==> src/rtl/rms_consts.svh <==
// constants of the radio module mode and status block
`ifndef RMS_CONSTS_SVH
`define RMS_CONSTS_SVH

`define RMS_CLK_MHZ 125
`define RMS_SWITCH_US 1000
`define RMS_SETTLE_US 2000
`define RMS_SELFCHECK_US 10000
`define RMS_PARLOAD_US 5000
`define RMS_GAP_US 100
`define RMS_SWITCH_CYC (`RMS_SWITCH_US * `RMS_CLK_MHZ)
`define RMS_SETTLE_CYC (`RMS_SETTLE_US * `RMS_CLK_MHZ)
`define RMS_SELFCHECK_CYC (`RMS_SELFCHECK_US * `RMS_CLK_MHZ)
`define RMS_PARLOAD_CYC (`RMS_PARLOAD_US * `RMS_CLK_MHZ)
`define RMS_GAP_CYC (`RMS_GAP_US * `RMS_CLK_MHZ)

`define RMS_TXBUF_DEPTH 400

`define RMS_REG_ADDR 12'h000
`define RMS_REG_STATUS 12'h004
`define RMS_ADDR_RESET 16'h0000
`define RMS_ADDR_ONES 16'hFFFF
`define RMS_ADDR_ZEROS 16'h0000

`define RMS_ST_AUX 0
`define RMS_ST_MODE 1
`define RMS_ST_PINS 3
`define RMS_ST_ACTIVE 5
`define RMS_ST_UBUSY 6
`define RMS_ST_COUNT 8

`endif

==> src/rtl/rms_pkg.sv <==
// types of the radio module mode and status block
package rms_pkg;
    typedef logic [1:0] rms_mode_t;
    typedef enum logic [1:0] {ST_SELFCHECK, ST_LOAD, ST_RUN} rms_state_t;
    typedef enum logic [1:0] {TX_IDLE, TX_WAIT, TX_SEND} rms_tx_t;
    localparam rms_mode_t MODE_NORMAL = 2'h0;
    localparam rms_mode_t MODE_WOR_TX = 2'h1;
    localparam rms_mode_t MODE_WOR_RX = 2'h2;
    localparam rms_mode_t MODE_SLEEP = 2'h3;
endpackage

==> src/rtl/rms_status.sv <==
// mode selection, status output, transmit buffer and address filter
// Summary of operation
// own address all-ones or all-zeros: outgoing data marked broadcast
// own address all-ones or all-zeros: accept received data of any address
// status low from power-up through self-check and parameter load
// status rises after self-check; then run the mode the pins select
// host waits for the first status rising edge before using the module
// status is the AND of all not-busy conditions
// 400-byte transmit buffer; status low while it holds data
// status stays low during data-end timeout and during radio sending
// while status high, host may send up to 400 bytes without overflow
// status rises once the last byte is handed to the radio transceiver
// pins ignored while status low; pending change done 1ms after rise
// after a busy period the new mode runs after 2ms of status high
// status high and staying high: pin change applied immediately
// leaving mode 3 reloads parameters with status held low
// parameter load happens only at power-on or on leaving sleep
// both pins low: mode 0, transparent both ways
// low pin high only: mode 1, wake-over-air preambles
// high pin high only: mode 2, radio send off, wake listening on
// both pins high: mode 3 deep sleep, configuration allowed
// status low while received data goes out on the UART
// host changes pins only 2ms after it sees status high
//
// Design decisions made here: the register offsets and the APB register port.
`timescale 1ns/1ns
`include "rms_consts.svh"

module rms_status
    import rms_pkg::*;
#(
    parameter int unsigned SWITCH_CYC = `RMS_SWITCH_CYC,
    parameter int unsigned SETTLE_CYC = `RMS_SETTLE_CYC,
    parameter int unsigned SELFCHECK_CYC = `RMS_SELFCHECK_CYC,
    parameter int unsigned PARLOAD_CYC = `RMS_PARLOAD_CYC,
    parameter int unsigned GAP_CYC = `RMS_GAP_CYC,
    parameter int unsigned DEPTH = `RMS_TXBUF_DEPTH
) (
    input wire logic clk,
    input wire logic rst,
    input wire logic [11:0] paddr,
    input wire logic psel,
    input wire logic penable,
    input wire logic pwrite,
    input wire logic [31:0] pwdata,
    output logic [31:0] prdata,
    output logic pready,
    output logic pslverr,
    input wire logic modeSelLow,
    input wire logic modeSelHigh,
    output logic auxOut,
    input wire logic hostByteValid,
    input wire logic [7:0] hostByte,
    output logic hostByteReady,
    output logic radioTxValid,
    output logic [7:0] radioTxByte,
    output logic [15:0] radioTxDest,
    output logic radioTxBroadcast,
    input wire logic radioTxReady,
    input wire logic radioRxValid,
    input wire logic [7:0] radioRxByte,
    input wire logic [15:0] radioRxDest,
    input wire logic radioRxLast,
    output logic radioRxReady,
    output logic uartTxValid,
    output logic [7:0] uartTxByte,
    input wire logic uartTxReady,
    output logic [1:0] modeOut,
    output logic modeActive,
    output logic radioTxEnable,
    output logic radioRxEnable,
    output logic worPreamble,
    output logic worListen,
    output logic configEnable
);

    localparam int CW = 24;
    localparam int PW = $clog2(DEPTH);

    function automatic logic isWild(input logic [15:0] a);
        return (a == `RMS_ADDR_ONES) || (a == `RMS_ADDR_ZEROS);
    endfunction

    function automatic logic [PW-1:0] nextPtr(input logic [PW-1:0] p);
        return (p == PW'(DEPTH - 1)) ? '0 : p + PW'(1);
    endfunction

    // pin synchronisers
    logic [1:0] pinMeta;
    logic [1:0] pinSync;
    always_ff @(posedge clk or posedge rst) begin
        if (rst) begin
            pinMeta <= 2'h0;
            pinSync <= 2'h0;
        end else begin
            pinMeta <= {modeSelHigh, modeSelLow};
            pinSync <= pinMeta;
        end
    end
    rms_mode_t pinMode;
    assign pinMode = pinSync;

    // power-up and parameter load sequence
    rms_state_t state;
    rms_mode_t curMode;
    rms_mode_t next_curMode;
    logic leaveSleep;
    logic [CW-1:0] seqCnt;
    assign leaveSleep = (curMode == MODE_SLEEP) && (next_curMode != MODE_SLEEP);

    always_ff @(posedge clk or posedge rst) begin
        if (rst) begin
            state <= ST_SELFCHECK;
            seqCnt <= '0;
        end else begin
            case (state)
                ST_SELFCHECK: begin
                    if (seqCnt == CW'(SELFCHECK_CYC - 1)) begin
                        state <= ST_LOAD;
                        seqCnt <= '0;
                    end else begin
                        seqCnt <= seqCnt + CW'(1);
                    end
                end
                ST_LOAD: begin
                    if (seqCnt == CW'(PARLOAD_CYC - 1)) begin
                        state <= ST_RUN;
                        seqCnt <= '0;
                    end else begin
                        seqCnt <= seqCnt + CW'(1);
                    end
                end
                ST_RUN: begin
                    if (leaveSleep) begin
                        state <= ST_LOAD;
                        seqCnt <= '0;
                    end
                end
                default: begin
                    state <= ST_SELFCHECK;
                    seqCnt <= '0;
                end
            endcase
        end
    end

    // software registers
    logic [15:0] ownAddr;
    logic uartBusy;
    logic [PW:0] count;
    logic apbAccess;
    logic addrHit;
    logic statHit;
    assign apbAccess = psel && penable && !pready;
    assign addrHit = paddr == `RMS_REG_ADDR;
    assign statHit = paddr == `RMS_REG_STATUS;

    always_ff @(posedge clk or posedge rst) begin
        if (rst) begin
            ownAddr <= `RMS_ADDR_RESET;
        end else if (psel && penable && pready && pwrite && addrHit) begin
            // write lands on the completing edge
            ownAddr <= pwdata[15:0];
        end
    end

    logic [31:0] statusWord;
    always_comb begin
        statusWord = 32'h0000_0000;
        statusWord[`RMS_ST_AUX] = auxOut;
        statusWord[`RMS_ST_MODE +: 2] = curMode;
        statusWord[`RMS_ST_PINS +: 2] = pinMode;
        statusWord[`RMS_ST_ACTIVE] = modeActive;
        statusWord[`RMS_ST_UBUSY] = uartBusy;
        statusWord[`RMS_ST_COUNT +: PW + 1] = count;
    end

    always_ff @(posedge clk or posedge rst) begin
        if (rst) begin
            pready <= 1'b0;
            pslverr <= 1'b0;
            prdata <= 32'h0000_0000;
        end else begin
            pready <= apbAccess;
            pslverr <= apbAccess && !addrHit && !statHit;
            if (apbAccess && !pwrite && addrHit) begin
                prdata <= {16'h0000, ownAddr};
            end else if (apbAccess && !pwrite && statHit) begin
                prdata <= statusWord;
            end else begin
                prdata <= 32'h0000_0000;
            end
        end
    end

    // mode selection gated by the status output
    logic [CW-1:0] highCnt;
    logic afterBusy;
    logic changed;
    always_comb begin
        next_curMode = curMode;
        if (state == ST_RUN && auxOut) begin
            if (!afterBusy) begin
                next_curMode = pinMode;
            end else if (highCnt == CW'(SWITCH_CYC - 1)) begin
                next_curMode = pinMode;
            end
        end
    end

    always_ff @(posedge clk or posedge rst) begin
        if (rst) begin
            curMode <= MODE_NORMAL;
            highCnt <= '0;
            afterBusy <= 1'b1;
            changed <= 1'b0;
            modeActive <= 1'b0;
        end else begin
            curMode <= next_curMode;
            if (!auxOut) begin
                highCnt <= '0;
                afterBusy <= 1'b1;
            end else if (highCnt != CW'(SETTLE_CYC)) begin
                highCnt <= highCnt + CW'(1);
            end
            if (auxOut && highCnt == CW'(SWITCH_CYC - 1)) begin
                afterBusy <= 1'b0;
                // keep a change that is still settling
                changed <= changed || next_curMode != curMode;
            end
            if (afterBusy && changed) begin
                modeActive <= 1'b0;
            end
            if (!afterBusy && changed && highCnt == CW'(SETTLE_CYC)) begin
                modeActive <= 1'b1;
                changed <= 1'b0;
            end else if (!afterBusy && !changed && state == ST_RUN) begin
                modeActive <= 1'b1;
            end
            if (auxOut && afterBusy && highCnt == CW'(SWITCH_CYC - 1)
                && next_curMode != curMode) begin
                modeActive <= 1'b0;
            end
        end
    end

    // mode decode
    always_ff @(posedge clk or posedge rst) begin
        if (rst) begin
            modeOut <= MODE_NORMAL;
            radioTxEnable <= 1'b0;
            radioRxEnable <= 1'b0;
            worPreamble <= 1'b0;
            worListen <= 1'b0;
            configEnable <= 1'b0;
        end else begin
            modeOut <= curMode;
            radioTxEnable <= modeActive && curMode[1] == 1'b0;
            radioRxEnable <= modeActive && curMode != MODE_SLEEP;
            worPreamble <= modeActive && curMode == MODE_WOR_TX;
            worListen <= modeActive && curMode == MODE_WOR_RX;
            configEnable <= curMode == MODE_SLEEP;
        end
    end

    // transmit buffer
    logic [7:0] txMem [DEPTH];
    logic [PW-1:0] wrPtr;
    logic [PW-1:0] rdPtr;
    logic push;
    logic pop;
    logic [PW:0] next_count;
    rms_tx_t txState;
    logic [CW-1:0] gapCnt;
    logic txOpen;
    assign txOpen = state == ST_RUN && curMode[1] == 1'b0;
    assign push = hostByteValid && hostByteReady;
    assign pop = txState == TX_SEND && count != '0
        && (!radioTxValid || radioTxReady);
    assign next_count = count + (PW + 1)'(push) - (PW + 1)'(pop);

    always_ff @(posedge clk) begin
        if (push) begin
            txMem[wrPtr] <= hostByte;
        end
    end

    always_ff @(posedge clk or posedge rst) begin
        if (rst) begin
            wrPtr <= '0;
            rdPtr <= '0;
            count <= '0;
            hostByteReady <= 1'b0;
        end else begin
            if (push) begin
                wrPtr <= nextPtr(wrPtr);
            end
            if (pop) begin
                rdPtr <= nextPtr(rdPtr);
            end
            count <= next_count;
            hostByteReady <= txOpen && next_count < (PW + 1)'(DEPTH);
        end
    end

    always_ff @(posedge clk or posedge rst) begin
        if (rst) begin
            txState <= TX_IDLE;
            gapCnt <= '0;
        end else begin
            case (txState)
                TX_IDLE: begin
                    gapCnt <= '0;
                    if (push) begin
                        txState <= TX_WAIT;
                    end
                end
                TX_WAIT: begin
                    if (push) begin
                        gapCnt <= '0;
                    end else if (gapCnt == CW'(GAP_CYC - 1)
                        || count == (PW + 1)'(DEPTH)) begin
                        txState <= TX_SEND;
                    end else begin
                        gapCnt <= gapCnt + CW'(1);
                    end
                end
                TX_SEND: begin
                    if (count == '0 && !radioTxValid) begin
                        txState <= push ? TX_WAIT : TX_IDLE;
                    end
                end
                default: begin
                    txState <= TX_IDLE;
                end
            endcase
        end
    end

    always_ff @(posedge clk or posedge rst) begin
        if (rst) begin
            radioTxValid <= 1'b0;
            radioTxByte <= 8'h00;
            radioTxDest <= `RMS_ADDR_RESET;
            radioTxBroadcast <= 1'b0;
        end else begin
            radioTxDest <= ownAddr;
            radioTxBroadcast <= isWild(ownAddr);
            if (pop) begin
                radioTxValid <= 1'b1;
                radioTxByte <= txMem[rdPtr];
            end else if (radioTxReady) begin
                radioTxValid <= 1'b0;
            end
        end
    end

    // received radio data to the UART
    logic rxTake;
    logic rxMatch;
    logic lastPending;
    assign rxTake = radioRxValid && radioRxReady;
    assign rxMatch = isWild(ownAddr) || radioRxDest == ownAddr;

    always_ff @(posedge clk or posedge rst) begin
        if (rst) begin
            radioRxReady <= 1'b0;
            uartTxValid <= 1'b0;
            uartTxByte <= 8'h00;
            uartBusy <= 1'b0;
            lastPending <= 1'b0;
        end else begin
            radioRxReady <= state == ST_RUN && curMode != MODE_SLEEP
                && !rxTake && (!uartTxValid || uartTxReady);
            if (rxTake && rxMatch) begin
                uartTxValid <= 1'b1;
                uartTxByte <= radioRxByte;
                uartBusy <= 1'b1;
                lastPending <= radioRxLast;
            end else if (uartTxValid && uartTxReady) begin
                uartTxValid <= 1'b0;
                if (lastPending) begin
                    uartBusy <= 1'b0;
                    lastPending <= 1'b0;
                end
            end
        end
    end

    // status output: high only when nothing is busy
    always_ff @(posedge clk or posedge rst) begin
        if (rst) begin
            auxOut <= 1'b0;
        end else begin
            auxOut <= state == ST_RUN && count == '0 && !radioTxValid
                && !uartBusy;
        end
    end
endmodule

==> config.mk <==
export PLATFORM = sky130hd
export DESIGN_NAME = rms_status
export DESIGN_NICKNAME = d
export VERILOG_FILES = /design/src/rtl/rms_pkg.sv /design/src/rtl/rms_status.sv
export VERILOG_INCLUDE_DIRS = /design/src /design/src/rtl
export SDC_FILE = /design/constraint.sdc
export NUM_CORES = 2
export LEC_CHECK = 0
export BUFFER_PORTS_ARGS = -buffer_cell sky130_fd_sc_hd__buf_4
export CELL_PAD_IN_SITES_DETAIL_PLACEMENT = 1
export CELL_PAD_IN_SITES_GLOBAL_PLACEMENT = 1
export CORE_ASPECT_RATIO = 0.8
export CORE_UTILIZATION = 30
export CTS_BUF_LIST = sky130_fd_sc_hd__clkbuf_8
export CTS_CLUSTER_SIZE = 24
export DETAILED_ROUTE_END_ITERATION = 16
export PLACE_DENSITY_LB_ADDON = 0.2
export SLEW_MARGIN = 20
export SYNTH_ARGS = -nofsm -noshare
export SYNTH_HDL_FRONTEND = slang
export SYNTH_SLANG_ARGS = --single-unit
==> constraint.sdc <==
create_clock -name clk -period 8.4 [get_ports clk]
set_input_delay 2.1 -clock clk [delete_from_list [all_inputs] [get_ports clk]]
set_output_delay 2.1 -clock clk [all_outputs]
set_load 0.05 [all_outputs]
# [Yosys cells after proc, flatten, opt, wreduce, memory -nomap -nowiden]
# Memories as Yosys holds them, arrays and structs flattened. A register that Yosys moved wholly into a read port is not among the register bits.
# Index checks and enable logic that the tools add are counted.
[totals] inputBits=88 mem_count=1 latchBits=0 out_inout_bits=80 ramBits=3200 regBits=202 rom_bits=0
[mem_list] memory="txMem" words=400 word_bits=8 rd=1 rd_ports_with_merged_regs=1 wr=1 line_no="rms_status.sv:267" text="logic [7:0] txMem [DEPTH];"
[op_classes] order_cmp=1 multipliers=0 reduce_logical=72 n_addsub=7 div_mod_pow=0 eq_ne=32 n_shift=0 bitwise=1 n_mux=44
[ops] cell="two-way mux 24 bit" count=7
[ops] cell="adder 24 x 1 -> 24 bit, second input constant" count=3
[ops] cell="one-hot mux 24 bit (3 select lines)" count=1
[ops] cell="one-hot mux 24 bit (2 select lines)" count=1
[ops] cell="logical AND 1 bit" count=40
[ops] cell="two-way mux 18 bit" count=2
[ops] cell="equality test 24 x 14 -> 1 bit, second input constant" count=1
[ops] cell="equality test 24 x 17 -> 1 bit, second input constant" count=1
[ops] cell="equality test 24 x 18 -> 1 bit, second input constant" count=1
[ops] cell="equality test 24 x 20 -> 1 bit, second input constant" count=1
[ops] cell="equality test 24 x 21 -> 1 bit, second input constant" count=1
[ops] cell="!= test 24 x 18 -> 1 bit, second input constant" count=1
[ops] cell="two-way mux 2 bit" count=10
[ops] cell="two-way mux 1 bit" count=19
[ops] cell="adder 9 x 1 -> 9 bit, second input constant" count=2
[ops] cell="equality test 9 bit, second input constant" count=2
[ops] cell="two-way mux 9 bit" count=2
[ops] cell="equality test 16 bit" count=1
[ops] cell="equality test 16 bit, second input constant" count=1
[ops] cell="logical NOT 16 bit" count=1
[ops] cell="!= test 2 bit, second input constant" count=8
[ops] cell="equality test 12 x 3 -> 1 bit, second input constant" count=1
[ops] cell="logical NOT 12 bit" count=1
[ops] cell="one-hot mux 2 bit (3 select lines)" count=2
[ops] cell="20 further kinds" count=47

# [Logic depth before layout (Yosys ltp)]
[depth] ltp_word=8 ltp_mapped=21

# [Least setup slack after synthesis]
# No wires, ideal clock.
[synth_path] kind="input to register" from="in radioTxReady" to="reg hostByteReady" setup_slack_ns=3.338 stages=16 arrival_time_ns=4.957 setup_time_ns=0.105 cell_sequence="nand2b_1 nand2b_1 clkbuf_1 inv_1 clkbuf_1 ha_1 inv_1 ha_1 a21o_1 a21oi_1 o21bai_1 a21oi_1 o21ai_0 or4_1 and3_1 nor4b_1"
[synth_via] elab_chain_len=5
[synth_lines] element="start, declared" line_no="rms_status.sv:59" text="input wire logic radioTxReady,"
[synth_lines] element="logical OR 1 bit" line_no="rms_status.sv:279" text="&& (!radioTxValid || radioTxReady);"
[synth_lines] element="logical AND 1 bit" line_no="rms_status.sv:279"
[synth_lines] element="net pop" line_no="rms_status.sv:271" text="logic pop;"
[synth_lines] element="subtractor 10 x 1 -> 10 bit" line_no="rms_status.sv:280" text="assign next_count = count + (PW + 1)'(push) - (PW + 1)'(pop);"
[synth_lines] element="net next_count[9]" line_no="rms_status.sv:272" text="logic [PW:0] next_count;"
[synth_lines] element="less-than comparator 10 x 9 -> 1 bit" line_no="rms_status.sv:302" text="hostByteReady <= txOpen && next_count < (PW + 1)'(DEPTH);"
[synth_lines] element="logical AND 1 bit" line_no="rms_status.sv:302"
[synth_lines] element="end signal, assigned" line_no="rms_status.sv:302"
[synth_lines] element="end, declared" line_no="rms_status.sv:54" text="output logic hostByteReady,"
# The timed path passes the listed nets, and every way through them passes these cells.
# A chain may end at the register's enable or synchronous reset.

==> metrics.txt <==
slew margin rel. 18.0%; post-place setup slack 2.26 ns; xor and xnor area share after synthesis 0.466%; DR DRC count 0; post-layout util 34.3%; f_max 190 MHz; Bufs and invs on worst path 1; Final Hold Fails 0; WL/cell 32.2 um; Die Span Y 598 um; die width 747 um; std cell rows 218; startpoint types register; Slew @ Worst Pin 1.23 ns; global-route wire length before repair 594,000 um; TritonCTS Buffers 561; Die ar. 447,000 um^2; Post-CTS Setup Inserts 0; clock slew at reported path FFs 0.06 ns; detailed-route wire length 430,000 um; antenna violations before repair 32; largest family of logic cells by synthesized area multiplexers; Async S/R FF share, synth 5.77%; CTS tree done; Yosys warnings 0; Cells after Synth 6,637; top_reg_cell synth edfxtp_1; CTS Hold Bufs 0; status finished clean; EDFF count, synth 3,200; number of global-route vias before repair 72,674; Finished Cell Area 152,000 um^2; post-synthesis adder-cell area fraction 0.250%; Crit Path Class reg -> reg; RePlAce Congestion 0.800; worst setup margin 3.13 ns; drt first-iter violations 7,402; initial core utilization 30.2%; largest net degree at the start of global routing 181; crit path capture type register; CP max stage delay 1.13 ns; drt first pass iters 5; VDD IR max 0.303 mV; port bufs 137; post-detail-place hpwl 258,000 um; Final #Nets 7,245; PwrDens 283 nW/um^2; post-synthesis sequential area ratio 75.8%; P_leak 48.2 nW; Final min period 5.27 ns; layout cells sized above 1 24.9%; Total GRT Usage 18.8%; final setup fails 0; CP arrival 6.30 ns; DRT antenna net count 0; count of different cell masters after synthesis 79; fin. max-slew vios 0; clock latency on the worst-skew pair 1.23 ns; Ports 168; Max Root-Sink Buffers 4; Worst EP required 9.43 ns; number of max-cap violations 0; Fin Clk Skew 0.0880 ns; Slowest-stage cell, CP dfrtp_4; critical-path cell list buf_4, mux4_2, a22oi_1, a21oi_1, or4_1, o31ai_2, o221a_2, o41ai_1; worst-path maximum fanout 35; GR Overflow Total 0; Synth Area per Inst 20.1 um^2; compound-cell area share of the yosys netlist 3.06%; Seq cells post-synth 3,396; Total Neg Setup Slack 0 ns; Crit path max-delay family compound AO/OA/AOI/OAI gates; Period Utilization, post-route 62.8%; H-Tree Depth 6; Synth Area in Simple Gates 3.68%; vias per inst 5.23; vias 69,853; worst min-delay path category reg -> reg; RSZ-0062 raised after global routing no; root buffer cell clkbuf_8; CTS resizes 0; Core ar. 442,000 um^2; Post-DP Area 142,000 um^2; mux contribution to synthesized area 15.1%; Area growth syn-to-layout 13.8%; synthesized area 133,000 um^2; # clock sinks 3,396
[synth_stat cells, types with 34 or more instances]
| library cell | count | area share [%] |
|---|---|---|
| a21oi_1 | 116 | 0.44 |
| a221oi_1 | 49 | 0.32 |
| a22o_1 | 34 | 0.22 |
| a22oi_1 | 87 | 0.49 |
| and2_1 | 36 | 0.17 |
| buf_2 | 97 | 0.36 |
| buf_4 | 60 | 0.34 |
| buf_6 | 35 | 0.30 |
| clkbuf_1 | 179 | 0.50 |
| dfrtp_1 | 195 | 3.7 |
| edfxtp_1 | 3200 | 72 |
| inv_1 | 40 | 0.11 |
| mux2_2 | 49 | 0.41 |
| mux2i_1 | 235 | 1.8 |
| mux4_2 | 757 | 13 |
| nand2_1 | 182 | 0.51 |
| nand3_1 | 68 | 0.26 |
| nand4_1 | 38 | 0.18 |
| nor2_1 | 496 | 1.4 |
| nor2b_1 | 40 | 0.19 |
| nor3_1 | 48 | 0.18 |
| o21ai_0 | 112 | 0.42 |
| o22ai_1 | 46 | 0.22 |
| xnor2_1 | 34 | 0.22 |
| xor2_1 | 37 | 0.24 |
[cell families (layout without fill, tap and decap cells)]
group	after synthesis	count (layout)
AO/OA/AOI/OAI	604	604
XOR/XNOR	71	71
adder cells (fa/ha/maj)	26	26
buffers and inverters	435	1309
flip-flops	3396	3396
multiplexers	1046	1046
other	1	26
AND/OR/NAND/NOR	1058	1058
[layer usage]
layer  track usage [%]  wire (um)  vias to the layer above
met5                 0         44                        -
met4              4.88      10100                        8
met3              3.37      27400                      588
met2              28.3     192000                     2370
met1              28.1     201000                    38587
li1                  -          -                    28300
[worst paths after layout]
path | depth (start not counted) | end | slack [ns] | from
max in group asynchronous | 3 | rdPtr[0] | 6.19 | rst
worst max register to register | 8 | radioTxByte[1] | 3.13 | rdPtr[0]
worst max-delay path | 8 | radioTxByte[1] | 3.13 | rdPtr[0]
min in group asynchronous | 2 | ownAddr[1] | 1.00 | rst
worst min register to register | 0 | pinMode[1] | 0.35 | pinMeta[1]
worst min-delay path | 0 | pinMode[1] | 0.35 | pinMeta[1]
[cell usage in the layout, fill, tap and decap left out, drive strengths merged, types with 12 or more instances in the layout]
cell type,count
a221oi,49
nand2,182
o21ai,113
nand3,68
nor2,496
nor2b,40
edfxtp,3200
nor4,32
ha,25
a31oi,20
o31ai,16
o22ai,46
nand4,38
nor3b,14
buf,313
xor2,37
nand2b,15
diode,12
clkbuf,584
conb,14
clkinv,147
o211ai,16
a211oi,26
a22oi,87
a21oi,116
mux4,762
clkinvlp,12
mux2i,235
and3,23
xnor2,34
dfrtp,195
and2,37
mux2,49
a22o,34
inv,247
nor3,48
o221ai,15
[metrics by stage]
stage | power, mW | hold slack [ns] | std cells
global placement | 29.7 | 0.337 | 12396
CTS | 43.3 | 0.351 | 13353
finish | 42.9 | 0.347 | 13366
detailed placement | 29.7 | 0.337 | 12397
global route | 44.2 | 0.360 | 13356
floorplan | 24.5 | 0.331 | 6650
[cell type report]
| class | count | area, um^2 |
|---|---|---|
| Tap cell | 5830 | 7290 |
| Clock inverter | 372 | 1870 |
| Multi-Input combinational cell | 2819 | 30400 |
| Inverter | 40 | 163 |
| Sequential cell | 3396 | 101000 |
| Clock buffer | 584 | 8040 |
| Fill cell | 43549 | 290000 |
| Antenna cell | 12 | 30.0 |
| Timing Repair Buffer | 313 | 2790 |
[report_power, final]
group / switching [mW] / leakage, nW / internal, mW
registers: 0.280 / 31.4 / 18.6
clock network: 6.88 / 5.74 / 6.63
logic: 7.07 / 11.1 / 3.47
total: 14.2 / 48.2 / 28.7
[registers in the layout, indices dropped and copies added (netlist names), 2 cells and up]
| register | flops |
|---|---|
| wrPtr | 9 |
| ownAddr | 16 |
| pinMode | 2 |
| pinMeta | 2 |
| uartTxByte | 8 |
| curMode | 2 |
| gapCnt | 24 |
| modeOut | 2 |
| seqCnt | 24 |
| state | 2 |
| rdPtr | 9 |
| highCnt | 24 |
| radioTxByte | 8 |
| txMem | 3200 |
| count | 10 |
| txState | 2 |
| prdata | 18 |
| radioTxDest | 16 |
No activity file was read; power rests on OpenSTA's default activity.
